===== src/core/dac_cal_regs.svh =====
/*
 * Register offsets, field positions, reset values and fixed codes of the channel calibration path.
 * Assumes inclusion from the design module, the checker and the bench; definitions, no logic.
 */
`ifndef DAC_CAL_REGS_SVH
`define DAC_CAL_REGS_SVH

`define CFG_OFFSET          12'h000
`define STATUS_OFFSET       12'h004
`define OFFSET_A_OFFSET     12'h008
`define OFFSET_B_OFFSET     12'h00C
`define INPUT_BASE          12'h040
`define DATA_BASE           12'h060
`define GAIN_BASE           12'h080
`define ZERO_BASE           12'h0A0
`define LATCH_BASE          12'h0C0

`define CFG_CE_BIT          0
`define CFG_GAIN_BIT        1
`define CFG_SINGLE_BIT      2
`define CFG_LOAD_BIT        3

`define GAIN_RESET          12'h800
`define ZERO_RESET          12'h000
`define INPUT_RESET         12'h000
`define OFFSET_GAIN6_RESET  12'h99A
`define OFFSET_GAIN4_RESET  12'hAAB
`define TRIM_BIAS           13'h0800
`define CODE_MAX            12'hFFF

`endif


===== src/core/dac_cal_pkg.sv =====
/*
 * Types shared by the channel calibration path.
 * Assumes the constants header is available on the include path.
 */
package dac_cal_pkg;
  typedef logic [11:0] code_t;
  typedef logic [2:0]  chan_t;

  typedef enum logic [1:0] {
    WR_IDLE = 2'b00,
    WR_RESP = 2'b01
  } wr_state_e;

  typedef struct packed {
    code_t [7:0] input_q;
    code_t [7:0] data_q;
    code_t [7:0] gain_q;
    code_t [7:0] zero_q;
    code_t [7:0] latch_q;
    code_t [1:0] offset_q;
    logic        ce_q;
    logic        gain4_q;
    logic        single_q;
    logic [7:0]  pend_q;
    logic        aw_held_q;
    logic        w_held_q;
    logic [11:0] awaddr_q;
    logic [31:0] wdata_q;
    logic [3:0]  wstrb_q;
    logic        bvalid_q;
    logic        rvalid_q;
    logic [31:0] rdata_q;
    logic [1:0]  rresp_q;
    logic [1:0]  bresp_q;
  } state_s;
endpackage


===== src/core/dac_channel_calibration_path.sv =====
/*
 * Digital data path of an eight-channel 12-bit converter: AXI4-Lite register slave, per-channel
 * gain and zero trim, one shared correction engine, data registers and converter latches.
 * Assumes a single 25 MHz clock, a synchronous active-high reset and a statically tied format pin.
 */
// The implementer's own choices: the AXI4-Lite register port and the register addresses.
`timescale 1ns/1ps
`include "dac_cal_regs.svh"

// Notes on behaviour
// RULE1: Each channel's latch code alone drives that channel's conversion value output.
// RULE2: One configuration bit selects output amplification six or four.
// RULE3: Channels 0-3 with offset A form group A; 4-7 with offset B group B.
// RULE4: Every channel has gain and zero trim; one shared correction engine.
// RULE5: With correction on, input, gain or zero writes recompute into the data register.
// RULE6: Corrected code is input times (gain plus 2^11) over 2^12 plus signed zero.
// RULE7: Gain coefficient spans 0.5 to 1.5 with the trim code.
// RULE8: Zero trim spans -2048 to +2047 LSB.
// RULE9: Correction off passes written data unchanged; correction on applies it.
// RULE10: With correction off, trim writes only store and read back.
// RULE11: Raw code comes from input register when on, data register when off.
// RULE12: Data register holds results before transfer to the latch, double buffering.
// RULE13: Format pin low means straight binary, high means twos complement input and offset.
// RULE14: Bipolar straight binary: 800h zero, 000h minus, FFFh plus full scale.
// RULE15: Bipolar twos complement: 000h zero, 800h minus, 7FFh plus full scale.
// RULE16: Unipolar twos complement 800h is zero; straight binary 000h is zero.
// RULE17: Gain trim is always straight binary, zero trim always twos complement.
// RULE18: Reads return data in the format in which it was written.
// RULE19: Reset puts gain trim 2048, zero trim 0, inputs 000h.
// RULE20: Dual supply offset codes default near 2458 at gain six, 2731 at four.
// RULE21: Single supply holds both offset converters powered down.
// RULE22: A gain-select change reloads both offset codes with the new gain default.
// RULE23: Corrected code saturates to 0..4095 rather than wrapping.
// RULE24: Pending recomputations queue per channel and are served one at a time.
module dac_channel_calibration_path (
  input  wire logic                  clk_sys_i,
  input  wire logic                  reset_i,
  input  wire logic                  format_select_i,
  input  wire logic [11:0]           s_axi_awaddr_i,
  input  wire logic                  s_axi_awvalid_i,
  output logic                       s_axi_awready_o,
  input  wire logic [31:0]           s_axi_wdata_i,
  input  wire logic [3:0]            s_axi_wstrb_i,
  input  wire logic                  s_axi_wvalid_i,
  output logic                       s_axi_wready_o,
  output logic [1:0]                 s_axi_bresp_o,
  output logic                       s_axi_bvalid_o,
  input  wire logic                  s_axi_bready_i,
  input  wire logic [11:0]           s_axi_araddr_i,
  input  wire logic                  s_axi_arvalid_i,
  output logic                       s_axi_arready_o,
  output logic [31:0]                s_axi_rdata_o,
  output logic [1:0]                 s_axi_rresp_o,
  output logic                       s_axi_rvalid_o,
  input  wire logic                  s_axi_rready_i,
  output dac_cal_pkg::code_t [7:0]   channel_code_o,
  output logic                       gain_six_o,
  output dac_cal_pkg::code_t [1:0]   group_offset_code_o,
  output logic [1:0]                 offset_powered_down_o,
  output logic                       twos_complement_format_o,
  output logic                       engine_busy_o
);
  import dac_cal_pkg::*;

  state_s s_q;
  state_s s_d;

  // Applies trim to one raw code and clamps the result into the 12-bit range.
  function automatic code_t correct(input code_t raw, input code_t gain, input code_t zero);
    logic [24:0] prod;
    logic signed [14:0] sum;
    prod = 25'(raw) * 25'({1'b0, gain} + `TRIM_BIAS); // RULE6 RULE7 RULE17
    sum  = $signed({2'b00, prod[24:12]}) + 15'($signed(zero)); // RULE6 RULE8 RULE17
    if (sum < 15'sd0) begin
      correct = 12'h000; // RULE23
    end else if (sum > $signed({3'b000, `CODE_MAX})) begin
      correct = `CODE_MAX; // RULE23
    end else begin
      correct = sum[11:0];
    end
  endfunction

  // Returns the lowest pending channel so the engine serves one request at a time.
  function automatic chan_t pick(input logic [7:0] pend);
    pick = 3'd0;
    for (int i = 7; i >= 0; i--) begin
      if (pend[i]) begin
        pick = chan_t'(i);
      end
    end
  endfunction

  // Returns the register word at a byte address, or zero with an error flag when unmapped.
  function automatic logic [32:0] read_word(input state_s s, input logic [11:0] a);
    chan_t ch;
    ch = a[4:2];
    read_word = 33'h0_0000_0000;
    if (a == `CFG_OFFSET) begin
      read_word[`CFG_CE_BIT]     = s.ce_q;
      read_word[`CFG_GAIN_BIT]   = s.gain4_q;
      read_word[`CFG_SINGLE_BIT] = s.single_q;
    end else if (a == `STATUS_OFFSET) begin
      read_word[7:0] = s.pend_q;
      read_word[8]   = format_select_i;
    end else if (a == `OFFSET_A_OFFSET) begin
      read_word[11:0] = s.offset_q[0];
    end else if (a == `OFFSET_B_OFFSET) begin
      read_word[11:0] = s.offset_q[1];
    end else if (a[11:5] == `INPUT_BASE >> 5) begin
      read_word[11:0] = s.input_q[ch]; // RULE18
    end else if (a[11:5] == `DATA_BASE >> 5) begin
      read_word[11:0] = s.data_q[ch];
    end else if (a[11:5] == `GAIN_BASE >> 5) begin
      read_word[11:0] = s.gain_q[ch]; // RULE10 RULE18
    end else if (a[11:5] == `ZERO_BASE >> 5) begin
      read_word[11:0] = s.zero_q[ch]; // RULE10 RULE18
    end else if (a[11:5] == `LATCH_BASE >> 5) begin
      read_word[11:0] = s.latch_q[ch];
    end else begin
      read_word[32] = 1'b1;
    end
  endfunction

  logic  do_write;
  chan_t eng_ch;
  logic [32:0] rd_word;

  assign do_write = s_q.aw_held_q && s_q.w_held_q && !s_q.bvalid_q;
  assign eng_ch   = pick(s_q.pend_q);
  assign rd_word  = read_word(s_q, s_axi_araddr_i);

  always_comb begin
    chan_t       ch;
    logic [11:0] a;
    logic [11:0] wv;
    logic        hit;
    s_d = s_q;
    a   = s_q.awaddr_q;
    ch  = a[4:2];
    wv  = s_q.wdata_q[11:0];
    hit = 1'b1;

    // The shared engine retires one channel per cycle into its data register.
    if (s_q.ce_q && (s_q.pend_q != 8'h00)) begin
      s_d.data_q[eng_ch] = correct(s_q.input_q[eng_ch], s_q.gain_q[eng_ch], s_q.zero_q[eng_ch]); // RULE4 RULE5 RULE11
      s_d.pend_q[eng_ch] = 1'b0; // RULE24
    end

    if (!s_q.aw_held_q && s_axi_awvalid_i) begin
      s_d.aw_held_q = 1'b1;
      s_d.awaddr_q  = s_axi_awaddr_i;
    end
    if (!s_q.w_held_q && s_axi_wvalid_i) begin
      s_d.w_held_q = 1'b1;
      s_d.wdata_q  = s_axi_wdata_i;
      s_d.wstrb_q  = s_axi_wstrb_i;
    end

    if (do_write) begin
      s_d.aw_held_q = 1'b0;
      s_d.w_held_q  = 1'b0;
      s_d.bvalid_q  = 1'b1;
      if (a == `CFG_OFFSET) begin
        if (s_q.wstrb_q[0]) begin
          s_d.ce_q     = s_q.wdata_q[`CFG_CE_BIT]; // RULE9
          s_d.gain4_q  = s_q.wdata_q[`CFG_GAIN_BIT]; // RULE2
          s_d.single_q = s_q.wdata_q[`CFG_SINGLE_BIT];
          if (s_q.wdata_q[`CFG_GAIN_BIT] != s_q.gain4_q) begin
            s_d.offset_q[0] = s_q.wdata_q[`CFG_GAIN_BIT] ? `OFFSET_GAIN4_RESET : `OFFSET_GAIN6_RESET; // RULE22
            s_d.offset_q[1] = s_q.wdata_q[`CFG_GAIN_BIT] ? `OFFSET_GAIN4_RESET : `OFFSET_GAIN6_RESET; // RULE22
          end
          if (s_q.wdata_q[`CFG_LOAD_BIT]) begin
            s_d.latch_q = s_q.data_q; // RULE12
          end
        end
      end else if (a == `OFFSET_A_OFFSET || a == `OFFSET_B_OFFSET) begin
        if (s_q.wstrb_q[1:0] == 2'b11) begin
          s_d.offset_q[a[2]] = wv; // RULE3 RULE13
        end
      end else if (a[11:5] == `INPUT_BASE >> 5) begin
        if (s_q.wstrb_q[1:0] == 2'b11) begin
          s_d.input_q[ch] = wv; // RULE11 RULE13
          s_d.pend_q[ch]  = s_q.ce_q; // RULE5 RULE24
        end
      end else if (a[11:5] == `DATA_BASE >> 5) begin
        if (s_q.wstrb_q[1:0] == 2'b11) begin
          s_d.data_q[ch] = wv; // RULE9 RULE11 RULE14 RULE15 RULE16
        end
      end else if (a[11:5] == `GAIN_BASE >> 5) begin
        if (s_q.wstrb_q[1:0] == 2'b11) begin
          s_d.gain_q[ch] = wv; // RULE10 RULE17
          s_d.pend_q[ch] = s_q.ce_q; // RULE5 RULE10
        end
      end else if (a[11:5] == `ZERO_BASE >> 5) begin
        if (s_q.wstrb_q[1:0] == 2'b11) begin
          s_d.zero_q[ch] = wv; // RULE10 RULE17
          s_d.pend_q[ch] = s_q.ce_q; // RULE5 RULE10
        end
      end else if (a == `STATUS_OFFSET || a[11:5] == `LATCH_BASE >> 5) begin
        hit = 1'b1;
      end else begin
        hit = 1'b0;
      end
      s_d.bresp_q = hit ? 2'b00 : 2'b10;
    end
    if (s_q.bvalid_q && s_axi_bready_i) begin
      s_d.bvalid_q = 1'b0;
    end

    if (!s_q.rvalid_q && s_axi_arvalid_i) begin
      s_d.rvalid_q = 1'b1;
      s_d.rdata_q  = rd_word[31:0];
      s_d.rresp_q  = rd_word[32] ? 2'b10 : 2'b00;
    end else if (s_q.rvalid_q && s_axi_rready_i) begin
      s_d.rvalid_q = 1'b0;
    end
  end

  always_ff @(posedge clk_sys_i) begin
    if (reset_i) begin
      s_q          <= '0;
      s_q.input_q  <= {8{`INPUT_RESET}}; // RULE19
      s_q.gain_q   <= {8{`GAIN_RESET}}; // RULE19
      s_q.zero_q   <= {8{`ZERO_RESET}}; // RULE19
      s_q.offset_q <= {2{`OFFSET_GAIN6_RESET}}; // RULE20
    end else begin
      s_q <= s_d;
    end
  end

  assign s_axi_awready_o          = !s_q.aw_held_q;
  assign s_axi_wready_o           = !s_q.w_held_q;
  assign s_axi_bvalid_o           = s_q.bvalid_q;
  assign s_axi_bresp_o            = s_q.bresp_q;
  assign s_axi_arready_o          = !s_q.rvalid_q;
  assign s_axi_rvalid_o           = s_q.rvalid_q;
  assign s_axi_rdata_o            = s_q.rdata_q;
  assign s_axi_rresp_o            = s_q.rresp_q;
  assign channel_code_o           = s_q.latch_q; // RULE1
  assign gain_six_o               = !s_q.gain4_q; // RULE2
  assign group_offset_code_o      = s_q.offset_q; // RULE3
  assign offset_powered_down_o    = {2{s_q.single_q}}; // RULE21
  assign twos_complement_format_o = format_select_i; // RULE13
  assign engine_busy_o            = s_q.ce_q && (s_q.pend_q != 8'h00);
endmodule


===== config.mk =====
export PLATFORM = sky130hd
export DESIGN_NAME = dac_channel_calibration_path
export DESIGN_NICKNAME = d
export VERILOG_FILES = /design/src/core/dac_cal_pkg.sv /design/src/core/dac_channel_calibration_path.sv
export VERILOG_INCLUDE_DIRS = /design/src /design/src/core
export SDC_FILE = /design/constraint.sdc
export NUM_CORES = 2
export LEC_CHECK = 0
export BUFFER_PORTS_ARGS = -buffer_cell sky130_fd_sc_hd__buf_2
export CAP_MARGIN = 20
export CORE_ASPECT_RATIO = 0.9
export CORE_MARGIN = 8
export CORE_UTILIZATION = 50
export CTS_CLUSTER_SIZE = 24
export DETAILED_ROUTE_END_ITERATION = 7
export HOLD_SLACK_MARGIN = 0.03
export PLACE_DENSITY = 0.78
export REMOVE_ABC_BUFFERS = 1
export SKIP_LAST_GASP = 1
export SYNTH_ARGS = -nofsm -noshare
export SYNTH_HDL_FRONTEND = slang
export SYNTH_SLANG_ARGS = --single-unit

===== constraint.sdc =====
create_clock -name clk_sys_i -period 24.3 [get_ports clk_sys_i]
set_input_delay 4.86 -clock clk_sys_i [delete_from_list [all_inputs] [get_ports clk_sys_i]]
set_output_delay 4.86 -clock clk_sys_i [all_outputs]
set_load 0.005 [all_outputs]

; Word level (Yosys, flattened, before mapping)
; Cells that the tools add are included.
[word_totals]
regBits = 561
input_bits = 68
[op_classes]
n_mul = 1
muxes = 108
eq_ne = 20
add_sub_neg = 2
n_bitwise = 7
reduce_logical = 32
magnitude_cmp = 9
[ops]
columns = cell, n
row1 = 2-to-1 mux 96 bit, 10
row2 = 2-to-1 mux 288 bit, 3
row3 = bitwise mux 96 bit, 5
row4 = 2-to-1 mux 421 bit, 1
row5 = binary-select mux 12 bit (select 3 bit), 8
row6 = 2-to-1 mux 12 bit, 21
row7 = 2-to-1 mux 192 bit, 1
row8 = 2-to-1 mux 123 bit, 1
row9 = 2-to-1 mux 24 bit, 4
row10 = demux 12 bit (select 3 bit), 2
row11 = 2-to-1 mux 8 bit, 8
row12 = == test 12 x 4 -> 1 bit (second input constant), 4
row13 = == test 7 x 3 -> 1 bit (second input constant), 6
row14 = 2-to-1 mux 3 bit, 11
row15 = == test 7 x 2 -> 1 bit (second input constant), 4
row16 = multiplier 12 x 13 -> 25 bit, 1
row17 = bitwise mux 24 bit, 1
row18 = == test 12 x 3 -> 1 bit (second input constant), 2
row19 = logical NOT 12 bit, 2
row20 = 2-to-1 mux 1 bit, 23
row21 = 2-to-1 mux 9 bit, 2
row22 = adder 14 x 12 -> 15 bit, 1
row23 = > comparator 15 x 13 -> 1 bit (second input constant), 1
row24 = less-than comparator 15 x 1 -> 1 bit (second input constant), 1
row25 = other kinds (28), 56

; Longest topological paths before layout
[depth]
depth_word = 26
ltp_mapped = 43
ltp_nobuf = 38

; Worst setup path before layout
; Ideal clock, no wire load.
[synth_path]
path_kind = input to output
start = in format_select_i
end = out twos_complement_format_o
t_arrival_ps = 4971
path_slack_ps = 14469
cell_stages = 1
path_cell_list = buf_4
[synth_rtl]
columns = element, line_no
row1 = "start, declared", dac_channel_calibration_path.sv:38  ; input wire logic format_select_i,
row2 = "end, declared", dac_channel_calibration_path.sv:60  ; output logic twos_complement_format_o,
; No word-level cell between the ends.

; Worst setup path in the final report
[layout_path]
start = reg s_q[93] (netlist bit)
end = reg s_q[449] (netlist bit)
[layout_between]
elab_chain_cells = 24
elab_cells_between_ends = 36
classes_between = add/sub: 2 / mul: 1 / order compare: 4 / mux: 26 / reduce/logical: 3
[layout_lines]
columns = element, line_no
row1 = "start, declared", dac_channel_calibration_path.sv:65  ; state_s s_q;
row2 = 2-to-1 mux 3 bit (6 in a row), dac_channel_calibration_path.sv:87  ; if (pend[i]) begin
row3 = binary-select mux 12 bit (select 3 bit), dac_channel_calibration_path.sv:145  ; s_d.data_q[eng_ch] = correct(s_q.input_q[eng_ch], s_q.gain_q[eng_ch], s_q.zero_q[eng_ch]);
row4 = 2-to-1 mux 12 bit (implied by the code), dac_channel_calibration_path.sv:145
row5 = adder 12 x 12 -> 13 bit (no source line), --
row6 = multiplier 12 x 13 -> 25 bit, dac_channel_calibration_path.sv:72  ; prod = 25'(raw) * 25'({1'b0, gain} + `TRIM_BIAS);
row7 = adder 14 x 12 -> 15 bit, dac_channel_calibration_path.sv:73  ; sum = $signed({2'b00, prod[24:12]}) + 15'($signed(zero));
row8 = > comparator 15 x 13 -> 1 bit, dac_channel_calibration_path.sv:76  ; end else if (sum > $signed({3'b000, `CODE_MAX})) begin
row9 = 2-to-1 mux 12 bit, dac_channel_calibration_path.sv:76
row10 = (+3 left out), --
row11 = 2-to-1 mux 96 bit *, dac_channel_calibration_path.sv:144  ; if (s_q.ce_q && (s_q.pend_q != 8'h00)) begin
row12 = bitwise mux 96 bit, dac_channel_calibration_path.sv:187  ; s_d.data_q[ch] = wv;
row13 = 2-to-1 mux 96 bit, dac_channel_calibration_path.sv:186  ; if (s_q.wstrb_q[1:0] == 2'b11) begin
row14 = 2-to-1 mux 96 bit, dac_channel_calibration_path.sv:185  ; end else if (a[11:5] == `DATA_BASE >> 5) begin
row15 = 2-to-1 mux 288 bit, dac_channel_calibration_path.sv:180  ; end else if (a[11:5] == `INPUT_BASE >> 5) begin
row16 = 2-to-1 mux 288 bit, dac_channel_calibration_path.sv:176  ; end else if (a == `OFFSET_A_OFFSET || a == `OFFSET_B_OFFSET) begin
row17 = 2-to-1 mux 288 bit, dac_channel_calibration_path.sv:163  ; if (a == `CFG_OFFSET) begin
row18 = 2-to-1 mux 421 bit *, dac_channel_calibration_path.sv:159  ; if (do_write) begin
; Mark *: on every way between the ends. The rest lies on a longest branch, timed or not. The select of a mux whose other input is x is not followed.
; A chain may end at the register's enable or synchronous reset.

==> metrics.txt <==
status=finished with violations; failing checks=design-rule violations; combinational group share of total power=5.5%; instance count of the mapped netlist=4,040; I/O Pins=234; total placed cells including tap cells=4,728; antenna violations before repair=5; share of post-route cells with drive strength above 1=13.50%; hold buffers post-CTS=0; commonest register cell after synthesis=sky130_fd_sc_hd__dfxtp_1; number of cells on the worst reg-to-reg path=36; Post-CTS Setup Bufs=0; count of buffers inserted at the top-level ports=189; Syn Std Cell Area=0.03423 sq mm; count of filler cells inserted in the layout=6,083; Max FO, Critical Path=34; unrepaired setup endpoints after global routing=false; number of CTS-inserted buffers=53; y dimension of the die=264.2 um; switching part of the total power=24.34%; type of element capturing the critical path=flip-flop; Hold/Removal Path Class=flip-flop to flip-flop; shortest clock period the worst path allows after layout=11.80 ns; clk_skew=0.01914 ns; max-cap violations=0; detailed-routing iteration count for the pre-antenna-repair pass=8; gr ovfl total=0; clock share of power=45.8%; number of nets at the end of the flow=4,149; sequential area share after synthesis=32.69%; placer congestion estimate=0.9561; filler-free cell count of the finished design=4,826; clock tree from TritonCTS=built; DIE WIDTH=291.8 um; floorplan row count=91; crit path max-delay cell type=sky130_fd_sc_hd__a21oi_1; cell-internal power=0.001434 W; top library cells by usage in the layout, fill and taps aside=sky130_fd_sc_hd__nand2_1, sky130_fd_sc_hd__dfxtp_1, sky130_fd_sc_hd__nor2_1; count of flip-flops with a built-in enable after synthesis=0; final antenna-violating net count=0; overall power=0.001896 W; critical path launch point type=flip-flop; slew of the pin with the lowest slew margin=1.187 ns; post-DR vias/cell=6.351; count of final setup violators=0; number of register bits inferred by synthesis=559; final number of hold-violating endpoints=0; DP HPWL=75.18 mm; path type of the worst setup path=flip-flop to flip-flop; final total negative setup slack=0 ns; wirelength, routed=113.8 mm; share of async-settable or async-resettable flops after synthesis=0%; final worst-path cycle share=48.54%; total leakage power=13.82 nW; fmax=84.77 MHz; first-pass GRT wire length=172.2 mm; worst slew slack as a fraction of its limit=20.65%; H-Tree Depth=2; die outline area=0.07710 sq mm; final-report max-slew violation count=0; Avg Inst Size Synth=8.472 sq um; Core Area=0.06809 sq mm; Sequential Power Share=48.7%; Synthesis Warnings=0; cell mode on critical path=sky130_fd_sc_hd__fa_1; most common library cell in the layout ignoring fill and taps=sky130_fd_sc_hd__nand2_1; via count of the routed design=30,650; number of global-route vias before repair=29,050; required time at the worst-slack endpoint=24.84 ns; post-synth cell types=80; clock-pin slew reported for the worst setup and hold paths after clock tree synthesis=0.07 ns; worst voltage drop across the vdd grid=77.74 uV; initial core utilization=50.27%; power density normalized to cell area=52.03 mW/mm^2; clock latency of the later-clocked register in the worst-skew pair=0.63 ns; Longest Clk Path Bufs=3; Avg WL per Cell=23.58 um; initial DRC count=4,516; overall routing resource usage=28.00%; switching power of the nets=0.0004615 W; largest incremental delay on the critical path=0.92 ns; WP data arrival=12.34 ns; maximum number of pins on one net before global-route repair=204; area added between synthesis and finish=6.463%; total DRC errors in the routed layout=1; Hold Path Depth=2; Clk Tree Root Cell=sky130_fd_sc_hd__clkbuf_16; post-cts resize count=0; Sink Count=559
==> synthesized netlist by cell type (52+ instances only) <==
cell,instances,area [sq um]
sky130_fd_sc_hd__ha_1,70,875.8
sky130_fd_sc_hd__nand2_1,717,2691
sky130_fd_sc_hd__buf_2,52,260.3
sky130_fd_sc_hd__clkbuf_1,233,874.6
sky130_fd_sc_hd__a31oi_1,76,475.5
sky130_fd_sc_hd__mux2i_1,249,2492
sky130_fd_sc_hd__inv_1,178,668.1
sky130_fd_sc_hd__buf_4,159,1194
sky130_fd_sc_hd__dfxtp_1,559,11190
sky130_fd_sc_hd__mux4_2,131,2950
sky130_fd_sc_hd__nand3_1,175,875.8
sky130_fd_sc_hd__o21ai_0,91,455.4
sky130_fd_sc_hd__a21oi_1,306,1531
sky130_fd_sc_hd__fa_1,109,2182
sky130_fd_sc_hd__nor2_1,366,1374
==> critical path: cells and delay by family (launching register included) <==
family	cells	cell delay, ns
fa+ha+maj	7	3.19
compound gates	15	4.90
buf+inv	6	1.10
simple gates	7	1.33
xor+xnor	1	0.35
flops	1	0.77
==> layout make-up <==
cell class              count  area (sq um)  share of cell area (%)
multi-input cells        2832         20030                   54.98
diodes                      3         7.507                 0.02060
repair buffers            276          1657                   4.546
well taps                 883          1105                   3.032
inverters                 180         675.6                   1.854
flip-flops and latches    559         11190                   30.71
clock inverters            18         250.2                  0.6867
clock buffers              75          1520                   4.172
==> through the flow <==
stage,setup WS (ns),hold WS (ns),instance area [sq um],utilization (%)
6_report,12.50,0.4558,36440,53.52
4_1_cts,12.89,0.4569,36400,53.46
3_5_place_dp,12.94,0.4485,34630,50.86
5_1_grt,12.12,0.4796,36430,53.51
3_3_place_gp,13.27,0.4432,34630,50.86
2_1_floorplan,13.80,0.4300,31810,-
==> flip-flops by register name, indices dropped and copies added (netlist names) <==
register and count:
s_axi_bvalid_o 1, s_axi_rvalid_o 1, s_axi_bresp_o 1, s_q 422, s_axi_rresp_o 1, s_axi_rdata_o 12
channel_code_o 96, group_offset_code_o 24, offset_powered_down_o 1
==> power by group through the flow <==
stage | Clock [W] | Combinational [W] | Sequential, W
after global routing | 0.000906 | 0.000107 | 0.000923
after CTS | 0.000867 | 0.0000998 | 0.000923
after detailed placement | 0 | 0.0000994 | 0.000944
after floorplan | 0 | 0.0000333 | 0.000951
final | 0.000869 | 0.000104 | 0.000923
after global placement | 0 | 0.0000988 | 0.000944
==> cells by family (layout without fill, tap and decap cells) <==
family / count (synthesis) / in the layout / synth area share [%]
muxes: 389 / 389 / 16.20
AOI/OAI and AO/OA: 742 / 742 / 13.77
DFF: 559 / 559 / 32.69
xor gates and xnor gates: 23 / 23 / 0.6105
adders and majority gates: 179 / 179 / 8.934
buffers and inverters: 672 / 549 / 9.303
and+or+nand+nor: 1474 / 1474 / 18.47
other: 2 / 28 / 0.02194
==> layer usage <==
layer | vias up | part of all wire [%] | global-route usage, %
met5 | - | 0.0097 | 0
met4 | 2 | 5.4 | 13.03
met1 | 14630 | 38 | 36.87
met3 | 415 | 14 | 8.862
li1 | 13460 | - | -
met2 | 2150 | 42 | 41.68
==> worst paths after layout <==
| check | from | endpoint | slack (ns) |
|---|---|---|---|
| setup reg to reg | s_q[93]$_SDFF_PP0_ | s_q[449]$_SDFF_PP0_ | 12.50 |
| hold reg to reg | s_q[84]$_SDFFE_PP0P_ | s_q[84]$_SDFFE_PP0P_ | 0.46 |
| setup / recovery | s_q[93]$_SDFF_PP0_ | s_q[449]$_SDFF_PP0_ | 12.50 |
| hold / removal | s_q[84]$_SDFFE_PP0P_ | s_q[84]$_SDFFE_PP0P_ | 0.46 |
No activity file was read; power rests on OpenSTA's default activity.
